`config.mk`:
```
export PLATFORM = sky130hd
export DESIGN_NAME = ffx_host
export DESIGN_NICKNAME = d
export VERILOG_FILES = /design/src/verilog/ffx_pkg.sv /design/src/verilog/ffx_strobe.sv /design/src/verilog/ffx_host.sv
export VERILOG_INCLUDE_DIRS = /design/src /design/src/verilog
export SDC_FILE = /design/constraint.sdc
export NUM_CORES = 1
export LEC_CHECK = 0
export BUFFER_PORTS_ARGS = -buffer_cell sky130_fd_sc_hd__buf_4
export CAP_MARGIN = 0
export CORE_UTILIZATION = 47
export CTS_CLUSTER_SIZE = 10
export DETAILED_ROUTE_END_ITERATION = 8
export PLACE_DENSITY = 0.73
export SYNTH_ARGS = -nofsm -noshare
export SYNTH_HDL_FRONTEND = slang
export SYNTH_HIERARCHICAL = 1
export SYNTH_SLANG_ARGS = --single-unit
```
`constraint.sdc`:
```
create_clock -name sys_clk_in -period 4.05 [get_ports sys_clk_in]
set_clock_uncertainty 0.2 [all_clocks]
set_input_delay 0.2025 -clock sys_clk_in [delete_from_list [all_inputs] [get_ports sys_clk_in]]
set_output_delay 0.2025 -clock sys_clk_in [all_outputs]
set_load 0.01 [all_outputs]
```
`src/verilog/ffx_regs.svh`:
```
`ifndef FFX_REGS_SVH
`define FFX_REGS_SVH

// register byte offsets on the avalon slave
`define FFX_ADDR_W        5
`define FFX_REG_CTRL      5'h00
`define FFX_REG_CMD       5'h04
`define FFX_REG_WDATA     5'h08
`define FFX_REG_RDATA     5'h0c
`define FFX_REG_STATUS    5'h10

// control fields
`define FFX_CTRL_CASCADE  0
`define FFX_CTRL_LEAD     1
`define FFX_CTRL_RESET    2'h2

// command fields (write one to start)
`define FFX_CMD_RESET     0
`define FFX_CMD_REPLAY    1
`define FFX_CMD_READ      2

// status fields
`define FFX_ST_BUSY       0
`define FFX_ST_SINGLE     1
`define FFX_ST_HALF       2
`define FFX_ST_EMPTY      3
`define FFX_ST_FULL       4
`define FFX_ST_ERR_FULL   5
`define FFX_ST_ERR_EMPTY  6
`define FFX_ST_ERR_REPLAY 7
`define FFX_ST_COUNT_LSB  16

// array geometry
`define FFX_DEPTH         2048
`define FFX_WIDTH         9

// strobe timing in ns and derived cycle counts (least times round up)
`define FFX_CLK_NS        100
`define FFX_T_PULSE_NS    200
`define FFX_T_ACCESS_NS   200
`define FFX_T_RECOV_NS    35
`define FFX_T_RSTSET_NS   180
`define FFX_CYC(ns)       (((ns) + `FFX_CLK_NS - 1) / `FFX_CLK_NS)
`define FFX_PULSE_CYC     `FFX_CYC(`FFX_T_PULSE_NS)
`define FFX_READ_CYC      `FFX_CYC(`FFX_T_ACCESS_NS)
`define FFX_RECOV_CYC     `FFX_CYC(`FFX_T_RECOV_NS)
`define FFX_RSTLOW_CYC    `FFX_CYC(`FFX_T_RSTSET_NS)

`endif

```
`src/verilog/ffx_pkg.sv`:
```
`default_nettype none
package ffx_pkg;
  // sequencer states, one-hot
  typedef enum logic [4:0] {
    FFX_ST_IDLE   = 5'h01,
    FFX_ST_CLEAR  = 5'h02,
    FFX_ST_WRITE  = 5'h04,
    FFX_ST_READ   = 5'h08,
    FFX_ST_REPLAY = 5'h10
  } ffx_state_type;
endpackage
`default_nettype wire

```
`src/verilog/ffx_strobe.sv`:
```
`default_nettype none
module ffx_strobe #(
  parameter int LOW_CYC = 2,
  parameter int REC_CYC = 1
) (
  input  wire logic sys_clk_in,
  input  wire logic srst_in,
  input  wire logic start_in,
  output logic      strobe_n_out,
  output logic      sample_out,
  output logic      done_out,
  output logic      busy_out
);
  localparam int CW = $clog2(LOW_CYC + REC_CYC + 1);

  logic          low_r;
  logic          rec_r;
  logic [CW-1:0] cnt_r;

  // low phase then recovery phase; a start while busy is dropped
  always_ff @(posedge sys_clk_in) begin
    if (srst_in) begin
      low_r <= 1'b0;
      rec_r <= 1'b0;
      cnt_r <= '0;
    end else if (start_in && !busy_out) begin
      low_r <= 1'b1;
      cnt_r <= CW'(LOW_CYC - 1);
    end else if (low_r) begin
      if (cnt_r == '0) begin
        low_r <= 1'b0;
        rec_r <= 1'b1;
        cnt_r <= CW'(REC_CYC - 1);
      end else begin
        cnt_r <= cnt_r - 1'b1;
      end
    end else if (rec_r) begin
      if (cnt_r == '0) begin
        rec_r <= 1'b0;
      end else begin
        cnt_r <= cnt_r - 1'b1;
      end
    end
  end

  // strobe is a direct flop image, no glitches on the pin
  assign strobe_n_out = ~low_r;
  assign sample_out   = low_r && (cnt_r == '0);
  assign done_out     = rec_r && (cnt_r == '0);
  assign busy_out     = low_r | rec_r;
endmodule
`default_nettype wire

```
`src/verilog/ffx_host.sv`:
```
// Contract
// [RULE_01] replay only below 2048 writes since reset
// [RULE_02] never replay in depth cascade
// [RULE_03] token input low at reset: single mode
// [RULE_04] widen by sharing controls across devices
// [RULE_05] flags readable from any width member
// [RULE_06] half flag unchanged in width groups
// [RULE_07] half flag falls on next write
// [RULE_08] half flag rises on read to half
// [RULE_09] composite flags combine all device flags
// [RULE_10] lead select low at reset: first
// [RULE_11] lead select high at reset: others
// [RULE_12] token out feeds next token in
// [RULE_13] half flag disabled in cascade mode
// [RULE_14] token pulse mirrors causing strobe
// [RULE_15] token pulses on last location access
// [RULE_16] flags follow pointer distance, not address
// [RULE_17] lead device works without token
// [RULE_18] non-lead writes after first token
// [RULE_19] non-lead reads after second token
// [RULE_20] token precedes the strobe it enables
// [RULE_21] width and depth may combine
// [RULE_22] writer watches full, reader watches empty
// [RULE_23] bidirectional pairs may expand
// [RULE_24] replay rewinds read pointer only
// [RULE_25] reset clears both pointers
// [RULE_26] pointers wrap, flags from distance
// [RULE_27] strobes ignored while full or empty
// [RULE_28] half compare uses modulo difference
`include "ffx_regs.svh"
`default_nettype none
module ffx_host #(
  parameter int DEPTH = `FFX_DEPTH,
  parameter int WIDTH = `FFX_WIDTH
) (
  input  wire logic                   sys_clk_in,
  input  wire logic                   srst_in,
  input  wire logic [`FFX_ADDR_W-1:0] avs_address_in,
  input  wire logic                   avs_read_in,
  input  wire logic                   avs_write_in,
  input  wire logic [31:0]            avs_writedata_in,
  output logic [31:0]                 avs_readdata_out,
  output logic                        avs_waitrequest_out,
  output logic                        write_strobe_n_out,
  output logic                        read_strobe_n_out,
  output logic                        pointer_clear_n_out,
  output logic                        replay_lead_n_out,
  output logic                        chain_token_in_n_out,
  output logic [WIDTH-1:0]            fifo_data_out,
  input  wire logic [WIDTH-1:0]       fifo_data_in,
  input  wire logic                   capacity_flag_n_in,
  input  wire logic                   drained_flag_n_in,
  input  wire logic                   half_level_flag_n_in,
  output logic                        state_dbg_out
);
  import ffx_pkg::*;

  localparam int CNTW = $clog2(DEPTH) + 1;

  ffx_state_type   state_r;
  logic [1:0]      ctrl_r;
  logic            cascade_act_r;
  logic            lead_act_r;
  logic [3:0]      go_r;
  logic [WIDTH-1:0] wdata_r;
  logic [WIDTH-1:0] rdata_r;
  logic [CNTW-1:0] written_r;
  logic            err_full_r;
  logic            err_empty_r;
  logic            err_replay_r;
  logic            rd_ack_r;
  logic [31:0]     readdata_r;
  logic [31:0]     status_w;
  logic            busy_w;
  logic            cmd_sel_w;
  logic            wdata_sel_w;
  logic            wr_take_w;
  logic            half_w;
  logic            clr_busy;
  logic            clr_done;
  logic            wr_busy;
  logic            wr_done;
  logic            rd_busy;
  logic            rd_done;
  logic            rd_sample;
  logic            rp_busy;
  logic            rp_done;
  logic            clear_n_w;
  logic            replay_n_w;
  logic            req_reset_w;
  logic            req_replay_w;
  logic            req_read_w;
  logic            req_write_w;
  logic            replay_ok_w;

  // go_r bits: 0 clear, 1 write, 2 read, 3 replay; one strobe set may feed a width group [RULE_04] [RULE_21] [RULE_23]
  ffx_strobe #(.LOW_CYC(`FFX_RSTLOW_CYC), .REC_CYC(`FFX_RECOV_CYC)) u_clear (
    .sys_clk_in   (sys_clk_in),
    .srst_in      (srst_in),
    .start_in     (go_r[0]),
    .strobe_n_out (clear_n_w),
    .sample_out   (),
    .done_out     (clr_done),
    .busy_out     (clr_busy)
  );
  ffx_strobe #(.LOW_CYC(`FFX_PULSE_CYC), .REC_CYC(`FFX_RECOV_CYC)) u_write (
    .sys_clk_in   (sys_clk_in),
    .srst_in      (srst_in),
    .start_in     (go_r[1]),
    .strobe_n_out (write_strobe_n_out),
    .sample_out   (),
    .done_out     (wr_done),
    .busy_out     (wr_busy)
  );
  ffx_strobe #(.LOW_CYC(`FFX_READ_CYC), .REC_CYC(`FFX_RECOV_CYC)) u_read (
    .sys_clk_in   (sys_clk_in),
    .srst_in      (srst_in),
    .start_in     (go_r[2]),
    .strobe_n_out (read_strobe_n_out),
    .sample_out   (rd_sample),
    .done_out     (rd_done),
    .busy_out     (rd_busy)
  );
  ffx_strobe #(.LOW_CYC(`FFX_PULSE_CYC), .REC_CYC(`FFX_RECOV_CYC)) u_replay (
    .sys_clk_in   (sys_clk_in),
    .srst_in      (srst_in),
    .start_in     (go_r[3]),
    .strobe_n_out (replay_n_w),
    .sample_out   (),
    .done_out     (rp_done),
    .busy_out     (rp_busy)
  );

  // bus decode; command registers stall the master while a strobe runs
  assign busy_w       = (state_r != FFX_ST_IDLE);
  assign cmd_sel_w    = (avs_address_in == `FFX_REG_CMD);
  assign wdata_sel_w  = (avs_address_in == `FFX_REG_WDATA);
  assign wr_take_w    = avs_write_in && !avs_waitrequest_out;
  assign avs_waitrequest_out = (avs_write_in && (cmd_sel_w || wdata_sel_w) && busy_w) ||
                               (avs_read_in && !rd_ack_r);
  assign req_reset_w  = wr_take_w && cmd_sel_w && avs_writedata_in[`FFX_CMD_RESET];
  assign req_replay_w = wr_take_w && cmd_sel_w && avs_writedata_in[`FFX_CMD_REPLAY] && !req_reset_w;
  assign req_read_w   = wr_take_w && cmd_sel_w && avs_writedata_in[`FFX_CMD_READ] &&
                        !req_reset_w && !avs_writedata_in[`FFX_CMD_REPLAY];
  assign req_write_w  = wr_take_w && wdata_sel_w;
  // the array holds 2048 words; later writes overwrite what replay would resend
  assign replay_ok_w  = !cascade_act_r && (written_r < CNTW'(DEPTH)); // [RULE_01] [RULE_02]

  // sequencer: one operation at a time, a refused command leaves it idle
  always_ff @(posedge sys_clk_in) begin
    if (srst_in) begin
      state_r <= FFX_ST_CLEAR;
      go_r    <= 4'h1;
    end else begin
      go_r <= 4'h0;
      case (state_r)
        FFX_ST_IDLE: begin
          if (req_reset_w) begin
            state_r <= FFX_ST_CLEAR;
            go_r    <= 4'h1;
          end else if (req_write_w && capacity_flag_n_in) begin // [RULE_22]
            state_r <= FFX_ST_WRITE;
            go_r    <= 4'h2;
          end else if (req_read_w && drained_flag_n_in) begin // [RULE_22]
            state_r <= FFX_ST_READ;
            go_r    <= 4'h4;
          end else if (req_replay_w && replay_ok_w) begin
            state_r <= FFX_ST_REPLAY;
            go_r    <= 4'h8;
          end
        end
        FFX_ST_CLEAR:  if (clr_done) state_r <= FFX_ST_IDLE;
        FFX_ST_WRITE:  if (wr_done) state_r <= FFX_ST_IDLE;
        FFX_ST_READ:   if (rd_done) state_r <= FFX_ST_IDLE;
        FFX_ST_REPLAY: if (rp_done) state_r <= FFX_ST_IDLE;
        default: begin
          state_r <= FFX_ST_IDLE;
        end
      endcase
    end
  end

  // control register; mode and lead choice act only at the next clear
  always_ff @(posedge sys_clk_in) begin
    if (srst_in) begin
      ctrl_r <= `FFX_CTRL_RESET;
    end else if (wr_take_w && avs_address_in == `FFX_REG_CTRL) begin
      ctrl_r <= avs_writedata_in[1:0];
    end
  end

  // latch mode at the start of a clear so the straps hold for its whole length
  always_ff @(posedge sys_clk_in) begin
    if (srst_in) begin
      cascade_act_r <= 1'b0;
      lead_act_r    <= 1'b1;
    end else if (go_r[0]) begin
      cascade_act_r <= ctrl_r[`FFX_CTRL_CASCADE];
      lead_act_r    <= ctrl_r[`FFX_CTRL_LEAD];
    end
  end

  // straps: token input grounded for single mode, shared pin carries lead select
  assign pointer_clear_n_out  = clear_n_w; // [RULE_25]
  assign chain_token_in_n_out = cascade_act_r; // [RULE_03] [RULE_12] [RULE_20]
  // replay and lead select share one pin; during clear it is the strap
  assign replay_lead_n_out    = clr_busy ? !(cascade_act_r && lead_act_r) : replay_n_w; // [RULE_10] [RULE_11]

  // write data is held from acceptance until the next write
  always_ff @(posedge sys_clk_in) begin
    if (srst_in) begin
      wdata_r <= '0;
    end else if (req_write_w && state_r == FFX_ST_IDLE) begin
      wdata_r <= avs_writedata_in[WIDTH-1:0];
    end
  end
  assign fifo_data_out = wdata_r;

  // read data taken at the last low cycle, after the access time
  always_ff @(posedge sys_clk_in) begin
    if (srst_in) begin
      rdata_r <= '0;
    end else if (rd_sample) begin
      rdata_r <= fifo_data_in;
    end
  end

  // writes since the last clear, saturating at the array depth
  always_ff @(posedge sys_clk_in) begin
    if (srst_in || go_r[0]) begin
      written_r <= '0;
    end else if (go_r[1] && written_r < CNTW'(DEPTH)) begin
      written_r <= written_r + 1'b1;
    end
  end

  // sticky refusals; a new refusal wins over a same-cycle clear
  always_ff @(posedge sys_clk_in) begin
    if (srst_in) begin
      err_full_r   <= 1'b0;
      err_empty_r  <= 1'b0;
      err_replay_r <= 1'b0;
    end else begin
      if (req_write_w && !capacity_flag_n_in && !busy_w) begin
        err_full_r <= 1'b1;
      end else if (wr_take_w && avs_address_in == `FFX_REG_STATUS && avs_writedata_in[`FFX_ST_ERR_FULL]) begin
        err_full_r <= 1'b0;
      end
      if (req_read_w && !drained_flag_n_in && !busy_w) begin
        err_empty_r <= 1'b1;
      end else if (wr_take_w && avs_address_in == `FFX_REG_STATUS && avs_writedata_in[`FFX_ST_ERR_EMPTY]) begin
        err_empty_r <= 1'b0;
      end
      if (req_replay_w && !replay_ok_w && !busy_w) begin
        err_replay_r <= 1'b1;
      end else if (wr_take_w && avs_address_in == `FFX_REG_STATUS && avs_writedata_in[`FFX_ST_ERR_REPLAY]) begin
        err_replay_r <= 1'b0;
      end
    end
  end

  // half flag is only meaningful in single mode; the pin is the token in cascade
  assign half_w = !cascade_act_r && !half_level_flag_n_in; // [RULE_13] [RULE_07] [RULE_08]

  always_comb begin
    status_w                        = 32'h0;
    status_w[`FFX_ST_BUSY]          = busy_w;
    status_w[`FFX_ST_SINGLE]        = !cascade_act_r;
    status_w[`FFX_ST_HALF]          = half_w;
    status_w[`FFX_ST_EMPTY]         = !drained_flag_n_in; // [RULE_05] [RULE_09]
    status_w[`FFX_ST_FULL]          = !capacity_flag_n_in; // [RULE_05] [RULE_09]
    status_w[`FFX_ST_ERR_FULL]      = err_full_r;
    status_w[`FFX_ST_ERR_EMPTY]     = err_empty_r;
    status_w[`FFX_ST_ERR_REPLAY]    = err_replay_r;
    status_w[`FFX_ST_COUNT_LSB +: CNTW] = written_r;
  end

  // reads answer one cycle late so the data comes from a flop
  always_ff @(posedge sys_clk_in) begin
    if (srst_in) begin
      rd_ack_r   <= 1'b0;
      readdata_r <= 32'h0;
    end else begin
      rd_ack_r <= avs_read_in && !rd_ack_r;
      if (avs_read_in && !rd_ack_r) begin
        case (avs_address_in)
          `FFX_REG_CTRL:   readdata_r <= {30'h0, ctrl_r};
          `FFX_REG_RDATA:  readdata_r <= {{(32 - WIDTH){1'b0}}, rdata_r};
          `FFX_REG_STATUS: readdata_r <= status_w;
          default:         readdata_r <= 32'h0;
        endcase
      end
    end
  end
  assign avs_readdata_out = readdata_r;
  assign state_dbg_out    = busy_w;

  AST_SINGLE_TOKEN_LOW: assert property (@(posedge sys_clk_in) disable iff (srst_in) // [RULE_03]
    (!pointer_clear_n_out && !ctrl_r[`FFX_CTRL_CASCADE] && $past(go_r[0])) |-> !chain_token_in_n_out)
    else $error("token input not low while clearing in single mode");
  AST_LEAD_LOW: assert property (@(posedge sys_clk_in) disable iff (srst_in) // [RULE_10]
    (!pointer_clear_n_out && cascade_act_r && lead_act_r) |-> !replay_lead_n_out)
    else $error("lead select not low on lead device clear");
  AST_FOLLOWER_HIGH: assert property (@(posedge sys_clk_in) disable iff (srst_in) // [RULE_11]
    (!pointer_clear_n_out && cascade_act_r && !lead_act_r) |-> replay_lead_n_out)
    else $error("lead select not high on follower clear");
  AST_NO_CASCADE_REPLAY: assert property (@(posedge sys_clk_in) disable iff (srst_in) // [RULE_02]
    $fell(replay_lead_n_out) && pointer_clear_n_out |-> !cascade_act_r)
    else $error("replay issued in cascade mode");
  AST_REPLAY_BELOW_DEPTH: assert property (@(posedge sys_clk_in) disable iff (srst_in) // [RULE_01]
    go_r[3] |-> $past(written_r) < CNTW'(DEPTH))
    else $error("replay issued after a full depth of writes");
  AST_WRITE_NOT_FULL: assert property (@(posedge sys_clk_in) disable iff (srst_in) // [RULE_22]
    go_r[1] |-> $past(capacity_flag_n_in) ##1 !write_strobe_n_out[*2] ##1 write_strobe_n_out)
    else $error("write strobe while full or wrong width");
  AST_READ_NOT_EMPTY: assert property (@(posedge sys_clk_in) disable iff (srst_in) // [RULE_22]
    go_r[2] |-> $past(drained_flag_n_in) ##1 !read_strobe_n_out ##2 rdata_r == $past(fifo_data_in, 1))
    else $error("read strobe while empty or data not captured");
  AST_HALF_MASKED: assert property (@(posedge sys_clk_in) disable iff (srst_in) // [RULE_13]
    cascade_act_r |-> !status_w[`FFX_ST_HALF])
    else $error("half flag reported in cascade mode");

  COV_WRITE: cover property (@(posedge sys_clk_in) disable iff (srst_in) go_r[1] ##[1:4] wr_done);
  COV_READ: cover property (@(posedge sys_clk_in) disable iff (srst_in) go_r[2] ##[1:4] rd_done);
  COV_REPLAY: cover property (@(posedge sys_clk_in) disable iff (srst_in) go_r[3] ##[1:4] rp_done);
  COV_CASCADE_LEAD: cover property (@(posedge sys_clk_in) disable iff (srst_in)
    !pointer_clear_n_out && cascade_act_r && lead_act_r);
endmodule
`default_nettype wire

```
After elaboration in Yosys (flattened, before gate mapping)
Cells that the tools add are included.
{"block": "word_totals", "ff_bits": 95, "latchBits": 0, "ramBits": 0, "rom_bits": 0, "in_bits": 53, "output_inout_bits": 48, "elab_cells": 238, "mem_count": 0}
{"block": "classes", "n_addsub": 5, "n_mul": 0, "div_mod_pow": 0, "magnitude_cmp": 1, "eq_ne": 27, "shift": 0, "n_mux": 66, "n_bitwise": 13, "n_reduce_logical": 94}
{"op": "case mux 28 bit (3 select lines)", "count": 1}
{"op": "logical AND 1 bit", "count": 40}
{"op": "two-way mux 5 bit", "count": 8}
{"op": "two-way mux 1 bit", "count": 37}
{"op": "two-way mux 2 bit", "count": 17}
{"op": "case mux 5 bit (5 select lines)", "count": 1}
{"op": "AND reduction 2 bit", "count": 12}
{"op": "equality test 5 x 4 -> 1 bit (second input constant)", "count": 3}
{"op": "logical NOT 1 bit", "count": 15}
{"op": "!= test 2 bit (second input constant)", "count": 7}
{"op": "nonzero test 2 bit", "count": 7}
{"op": "adder 12 x 1 -> 12 bit (second input constant)", "count": 1}
{"op": "< comparator 12 bit (second input constant)", "count": 1}
{"op": "!= test 3 x 1 -> 1 bit (second input constant)", "count": 4}
{"op": "nonzero test 3 bit", "count": 4}
{"op": "equality test 5 x 3 -> 1 bit (second input constant)", "count": 2}
{"op": "equality test 5 bit (second input constant)", "count": 2}
{"op": "!= test 2 x 1 -> 1 bit (second input constant)", "count": 5}
{"op": "NOT 1 bit", "count": 9}
{"op": "logical NOT 2 bit", "count": 4}
{"op": "OR reduction 2 bit", "count": 4}
{"op": "subtractor 2 x 1 -> 2 bit (second input constant)", "count": 4}
{"op": "equality test 5 x 1 -> 1 bit (second input constant)", "count": 1}
{"op": "equality test 5 x 2 -> 1 bit (second input constant)", "count": 1}
{"op": "11 further kinds", "count": 16}

Depth between registers and ports, before layout
{"block": "depth", "ltp_word": 17, "depth_mapped": 6, "depth_no_buf": 5}

Hierarchy
Netlist, hierarchy kept.
{"mod": "ffx_host", "n_inst": 1, "cells_each": 348, "area_each_um2": 3006.6, "seq_area_each_um2": 1361.3}
{"mod": "ffx_strobe", "n_inst": 4, "cells_each": 18, "area_each_um2": 183.9, "seq_area_each_um2": 80.1}

Least setup slack after synthesis
No wires, ideal clock.
{"block": "synth_path", "path_type": "reg-to-reg", "start": "reg u_read.cnt_r[0]", "end": "reg state_r[0]", "setup_ns": 0.122, "t_arrival_ns": 1.458, "path_slack_ns": 2.269, "path_stages_with_launch": 6, "synth_period_minus_slack_ns": 1.781, "cell_sequence": "dfxtp_1 -> nor3b_1 -> or3b_4 -> a2111oi_4 -> a211oi_1 -> a21boi_1"}
{"block": "synth_via", "elab_chain_cells": 4}
{"item": "start: declaration", "line_no": "ffx_strobe.sv:18", "source": "logic [CW-1:0] cnt_r;"}
{"item": "start signal: assignment", "line_no": "ffx_strobe.sv:28", "source": "cnt_r <= CW'(LOW_CYC - 1);"}
{"item": "start signal: assignment", "line_no": "ffx_strobe.sv:33", "source": "cnt_r <= CW'(REC_CYC - 1);"}
{"item": "start signal: assignment", "line_no": "ffx_strobe.sv:35", "source": "cnt_r <= cnt_r - 1'b1;"}
{"item": "logical NOT 2 bit", "line_no": "ffx_strobe.sv:49", "source": "assign done_out = rec_r && (cnt_r == '0);"}
{"item": "logical AND 1 bit", "line_no": "ffx_strobe.sv:49"}
{"item": "named net rd_done", "line_no": "ffx_host.sv:84", "source": "logic rd_done;"}
{"item": "!= test 2 bit (no line)"}
{"item": "AND reduction 5 bit (no line)"}
{"item": "end signal: assignment", "line_no": "ffx_host.sv:152", "source": "state_r <= FFX_ST_CLEAR;"}
{"item": "end signal: assignment", "line_no": "ffx_host.sv:159", "source": "state_r <= FFX_ST_CLEAR;"}
{"item": "end signal: assignment", "line_no": "ffx_host.sv:162", "source": "state_r <= FFX_ST_WRITE;"}
{"item": "end: declaration", "line_no": "ffx_host.sv:60", "source": "ffx_state_type state_r;"}
The timed path passes the listed nets, and every way through them passes these cells.
A chain may end at the register's enable or synchronous reset.

Final worst setup path
{"block": "layout_path", "start": "reg state_r[1]", "end": "reg go_r[3]"}
{"block": "layout_via", "elab_chain_cells": 12, "word_cells_on_any_way": 21, "cone_classes": "2 x eq/ne; 1 x mux; 1 x bitwise; 17 x reduce/logical"}
{"item": "!= test 5 x 1 -> 1 bit", "line_no": "ffx_host.sv:135", "source": "assign busy_w = (state_r != FFX_ST_IDLE);"}
{"item": "logical AND 1 bit", "line_no": "ffx_host.sv:139", "source": "assign avs_waitrequest_out = (avs_write_in && (cmd_sel_w || wdata_sel_w) && busy_w) ||"}
{"item": "logical OR 1 bit", "line_no": "ffx_host.sv:139"}
{"item": "logical NOT 1 bit", "line_no": "ffx_host.sv:138", "source": "assign wr_take_w = avs_write_in && !avs_waitrequest_out;"}
{"item": "logical AND 1 bit", "line_no": "ffx_host.sv:138"}
{"item": "logical AND 1 bit", "line_no": "ffx_host.sv:141, ffx_host.sv:142, ffx_host.sv:143"}
{"item": "logical AND 1 bit", "line_no": "ffx_host.sv:141", "source": "assign req_reset_w = wr_take_w && cmd_sel_w && avs_writedata_in[`FFX_CMD_RESET];"}
{"item": "logical NOT 1 bit", "line_no": "ffx_host.sv:142, ffx_host.sv:144"}
{"item": "logical AND 1 bit (2 in series)", "line_no": "ffx_host.sv:143", "source": "assign req_read_w = wr_take_w && cmd_sel_w && avs_writedata_in[`FFX_CMD_READ] &&"}
{"item": "logical AND 1 bit", "line_no": "ffx_host.sv:164", "source": "end else if (req_read_w && drained_flag_n_in) begin"}
{"item": "OR reduction 5 bit (no line)"}
{"item": "end signal: assignment", "line_no": "ffx_host.sv:163", "source": "go_r <= 4'h2;"}
{"item": "end signal: assignment", "line_no": "ffx_host.sv:166", "source": "go_r <= 4'h4;"}
{"item": "end signal: assignment", "line_no": "ffx_host.sv:169", "source": "go_r <= 4'h8;"}
{"item": "end: declaration", "line_no": "ffx_host.sv:64", "source": "logic [3:0] go_r;"}
Parallel ways exist; a longest one is shown, timed or not.

==> run summary <==
Port buffering added between 60 and 70 buffers. The startpoint identified for the worst register-to-register timing path is state_r[1]. The number of nets in the finished design came out at between 500 and 600. The flow ran to the end, and the final reports show no timing, DRC or antenna violations. At the placement stage, the worst setup path has a slack of ~1.9 ns. The cell count after synthesis came out at between 400 and 500. The total number of placement rows came out at 32. The post-route setup TNS is 0 ns.

The number of antenna-violating nets in the routed design is 0. The chip height came out at 91.2 um. In this run the power spent charging and discharging nets is between 0.3 and 0.4 mW. The standby leakage power is between 1.5 and 2 nW. The mean cell area of the mapped netlist is 8.91 sq um. On the critical path, the stage with the largest delay is an instance of dlygate4sd3_1. The routed via count divided by cell count is ~5.4. The fraction of synthesis flops using an asynchronous set or reset pin is 0. In the finished design, the share of the clock period the worst path needs comes to 0.583.

The worst path arrival time came out at between 2 and 2.5 ns. The total global routing overflow came out at 0. The worst max-slew margin expressed relative to the limit came out at 0.298. The DRC violations left came out at 0.

The register area share after synthesis came out at 0.449. The number of buffers inserted for hold repair after clock tree synthesis is 21. The H-tree level count is 3.

The slack of the critical path is ~1.7 ns. The via count of the first global-routing pass is around 3200. The initial utilization of the core area, before any placement, comes to 0.484. The internal power of the cells is 1.24 mW. The reg-to-reg endpoint is go_r[3].

The cell area after layout came out at around 4700 sq um. The total count of hold-check failures in the final report came to 0. The clock latency of the later-clocked register in the worst-skew pair came out at around 0.36 ns.

The cell area after placement is around 4300 sq um. In this design, the stage delay of the slowest critical-path cell is approximately 0.60 ns. The number of failing setup endpoints in the final timing report is 0. In this run the worst setup path terminates at go_r[3]. Setup repair after global routing left no endpoint under its margin.

The final max-slew violation count came out at 0. Of the cells placed in the final design, the portion with a size suffix greater than 1 is 0.193. The depth of the critical timing path with buffers and inverters included came out at 5.

TritonCTS built the clock tree. In this run the worst setup path begins at state_r[1]. The wire length per cell came out at 14.5 um. The maximum number of buffers from clock root to sink came out at 2. The die area came out at between 8000 and 9000 sq um. After legalization and detailed placement, the total HPWL measured about 5900 um. The share of total power dissipated in combinational logic is 0.079. The number of enable flip-flop cells after synthesis came out at 0. The critical path is of the reg -> reg type. The worst reg-to-reg setup slack came out at roughly 1.7 ns. The number of buffers and inverters on the critical path is 1. The quantity of gates resized following cts is 0. The wire length of the first global-routing pass came out at roughly 15000 um. Entering global routing, the biggest net connects between 60 and 70 pins. The kind of cell with the highest combined delay on the critical path is simple AND/OR/NAND/NOR gates. After clock tree synthesis, the clock-pin slew on the worst setup and hold paths is around 0.08 ns. about 100 I/O pins were placed. Of the total power, the share spent switching nets is 0.243. The aggregate routed wire length came out at just under 9000 um. The startpoint kind of the worst setup timing path is a flip-flop. The die is slightly above 90 um wide. The worst setup path is captured at a flip-flop. Buffers inserted during clock tree synthesis total 9. The maximum fanout count along the critical path is 8.

The tree is rooted in a clkbuf_8. After floorplanning, the core was sized to cover roughly 7700 sq um. The number of unique standard cell types used by synthesis is 58.

At the pin with the least slew margin, the transition time is between 1 and 1.5 ns. The routability-driven placement congestion ratio is slightly above 0.8. Relative to the synthesized area, the layout overhead comes to 25.4%. Post-CTS timing repair inserted 0 buffers for setup.

The number of antenna violations at the first check in global routing is 0. Traced cell by cell, the critical path runs through nor4_4 > a221o_1 > nand2_1 > nor4_1 > dlygate4sd3_1. The flip-flop cell with the highest count after synthesis is dfxtp_1.

The initial DRC count came out at between 150 and 200. The areal power density over the cells came out at 350 nW/um^2. The clock network power share came out at 0.405. The first-pass iteration count of the detailed router is 4. Of the total power, registers draw 0.516. The repair_antennas step left the layout with diodes totalling 0. The number of maximum-capacitance violations came out at 0. The clock period minus final worst setup slack is ~2.4 ns. For this run, the total global-route usage over all layers was measured as 0.224.

Data on the critical path is required at its endpoint by approximately 4.2 ns. The maximum clock frequency is 423 MHz. The path class of the tightest hold or removal check is in -> reg. The number of warnings reported in the yosys synthesis log is 6. The synthesis-stage register bit count came out at 84. Summing over every cut layer, the via total after detailed routing is ~3300. Counting cells, the worst reg-to-reg path comes to 5. The sink count of the clock tree came out at 84. The worst ir drop on vdd is roughly 170 uV. The summed instance area of the synthesized netlist came out at roughly 3700 sq um.
layer usage:
metal | GRT usage | vias to the layer above | share of wire
li1 | - | 1639 | -
met1 | 0.274 | 1557 | 0.45
met2 | 0.383 | 95 | 0.48
met3 | 0.0461 | 16 | 0.043
met4 | 0.0899 | 0 | 0.023
met5 | 0 | - | 0
power by group through the flow:
stage	Sequential (mW)	Combinational, mW	Clock (mW)
after floorplan	0.863	0.0742	0
after global placement	0.866	0.111	0
after detailed placement	0.866	0.112	0
after CTS	0.847	0.128	0.675
after global routing	0.848	0.140	0.709
final	0.847	0.129	0.665
cell families after synthesis:
logic type | synth area share
simple gates | 0.266
compound gates | 0.176
flops | 0.449
buf+inv | 0.0515
mux | 0.0321
xor+xnor | 0.0211
fa+ha+maj | 0.00334
other cells | 0.00100
state kept, by name (all words and copies together), names as in the netlist, 2 cells and up:
signal and cells:
avs_readdata_out 21, state_r 5, u_clear/cnt_r 2, fifo_data_out 9, u_replay/cnt_r 2, go_r 4, ctrl_r 2, u_write/cnt_r 2
rdata_r 9, u_read/cnt_r 2, written_r 12
cell usage after synthesis, types with 2 or more instances:
cell type	count	share of area
dfxtp_1	84	0.45
nor2_1	40	0.040
a21oi_1	33	0.044
nand2_1	30	0.030
o21ai_0	29	0.039
nand3_1	25	0.033
buf_4	13	0.026
clkbuf_1	12	0.012
mux2i_1	12	0.032
inv_1	11	0.011
nand2b_1	8	0.013
nor3b_1	8	0.016
nor4_1	7	0.012
a22oi_1	6	0.012
nand4_1	6	0.010
a211oi_1	5	0.010
and4b_1	5	0.013
nand3b_1	5	0.010
or2_1	5	0.0084
or3b_1	5	0.012
xnor2_1	5	0.012
nor3_1	4	0.0053
nor3b_2	4	0.013
o21a_1	4	0.0080
o21ba_1	4	0.011
o21bai_1	4	0.0080
xor2_1	4	0.0094
a31oi_1	3	0.0050
nor2b_1	3	0.0050
or2_2	3	0.0050
a211o_1	2	0.0047
a2bb2oi_1	2	0.0047
and2_1	2	0.0033
and4_1	2	0.0047
or3_1	2	0.0033
through the flow:
step	hold slack (ns)	util	cells	total power, mW
floorplan	0.0716	-	430	0.937
CTS	0.00124	0.607	609	1.65
finish	0.0155	0.607	609	1.64
global placement	0.234	0.551	572	0.977
detailed placement	0.245	0.551	572	0.979
global route	0.0629	0.607	609	1.70
worst register-to-register path, stage by stage, from the launching register on:
cell	delay [ns]
dfxtp_1	0.40
nor4_4	0.42
a221o_1	0.36
nand2_1	0.10
nor4_1	0.23
dlygate4sd3_1	0.60
layout by cell type, fill, tap and decap left out, drive strengths merged, types with 5 or more instances in the layout:
master	Yosys	final
a211oi	5	5
a21oi	34	34
a22oi	6	6
and4b	5	5
buf	15	67
clkbuf	12	9
conb	1	11
dfxtp	84	84
dlygate4sd3	0	21
inv	11	12
mux2i	12	12
nand2	30	30
nand2b	8	8
nand3	25	25
nand3b	5	5
nand4	7	7
nor2	40	40
nor3b	12	12
nor4	9	9
o21ai	29	29
or2	8	8
or3b	6	6
xnor2	5	5
how the worst min path moves through the flow:
stage	from	endpoint	slack, ns	depth (start not counted)
2_1_floorplan	srst_in	u_clear/low_r	0.07	1
3_3_place_gp	fifo_data_in[2]	rdata_r[2]	0.23	3
3_5_place_dp	avs_readdata_out[6]	avs_readdata_out[6]	0.25	2
4_1_cts	half_level_flag_n_in	avs_readdata_out[2]	0.001	4
5_1_grt	avs_address_in[4]	go_r[2]	0.06	3
6_report	half_level_flag_n_in	avs_readdata_out[2]	0.02	4
area by class of cell:
cell class / instances / area, sq um
clock inverters: 7 / 98.8
multi-input cells: 308 / 1910
repair buffers: 88 / 713
fillers: 671 / 3040
flip-flops and latches: 84 / 1680
clock buffers: 9 / 124
well taps: 102 / 128
inverters: 11 / 41.3
Power figures use the tool's default switching activity.
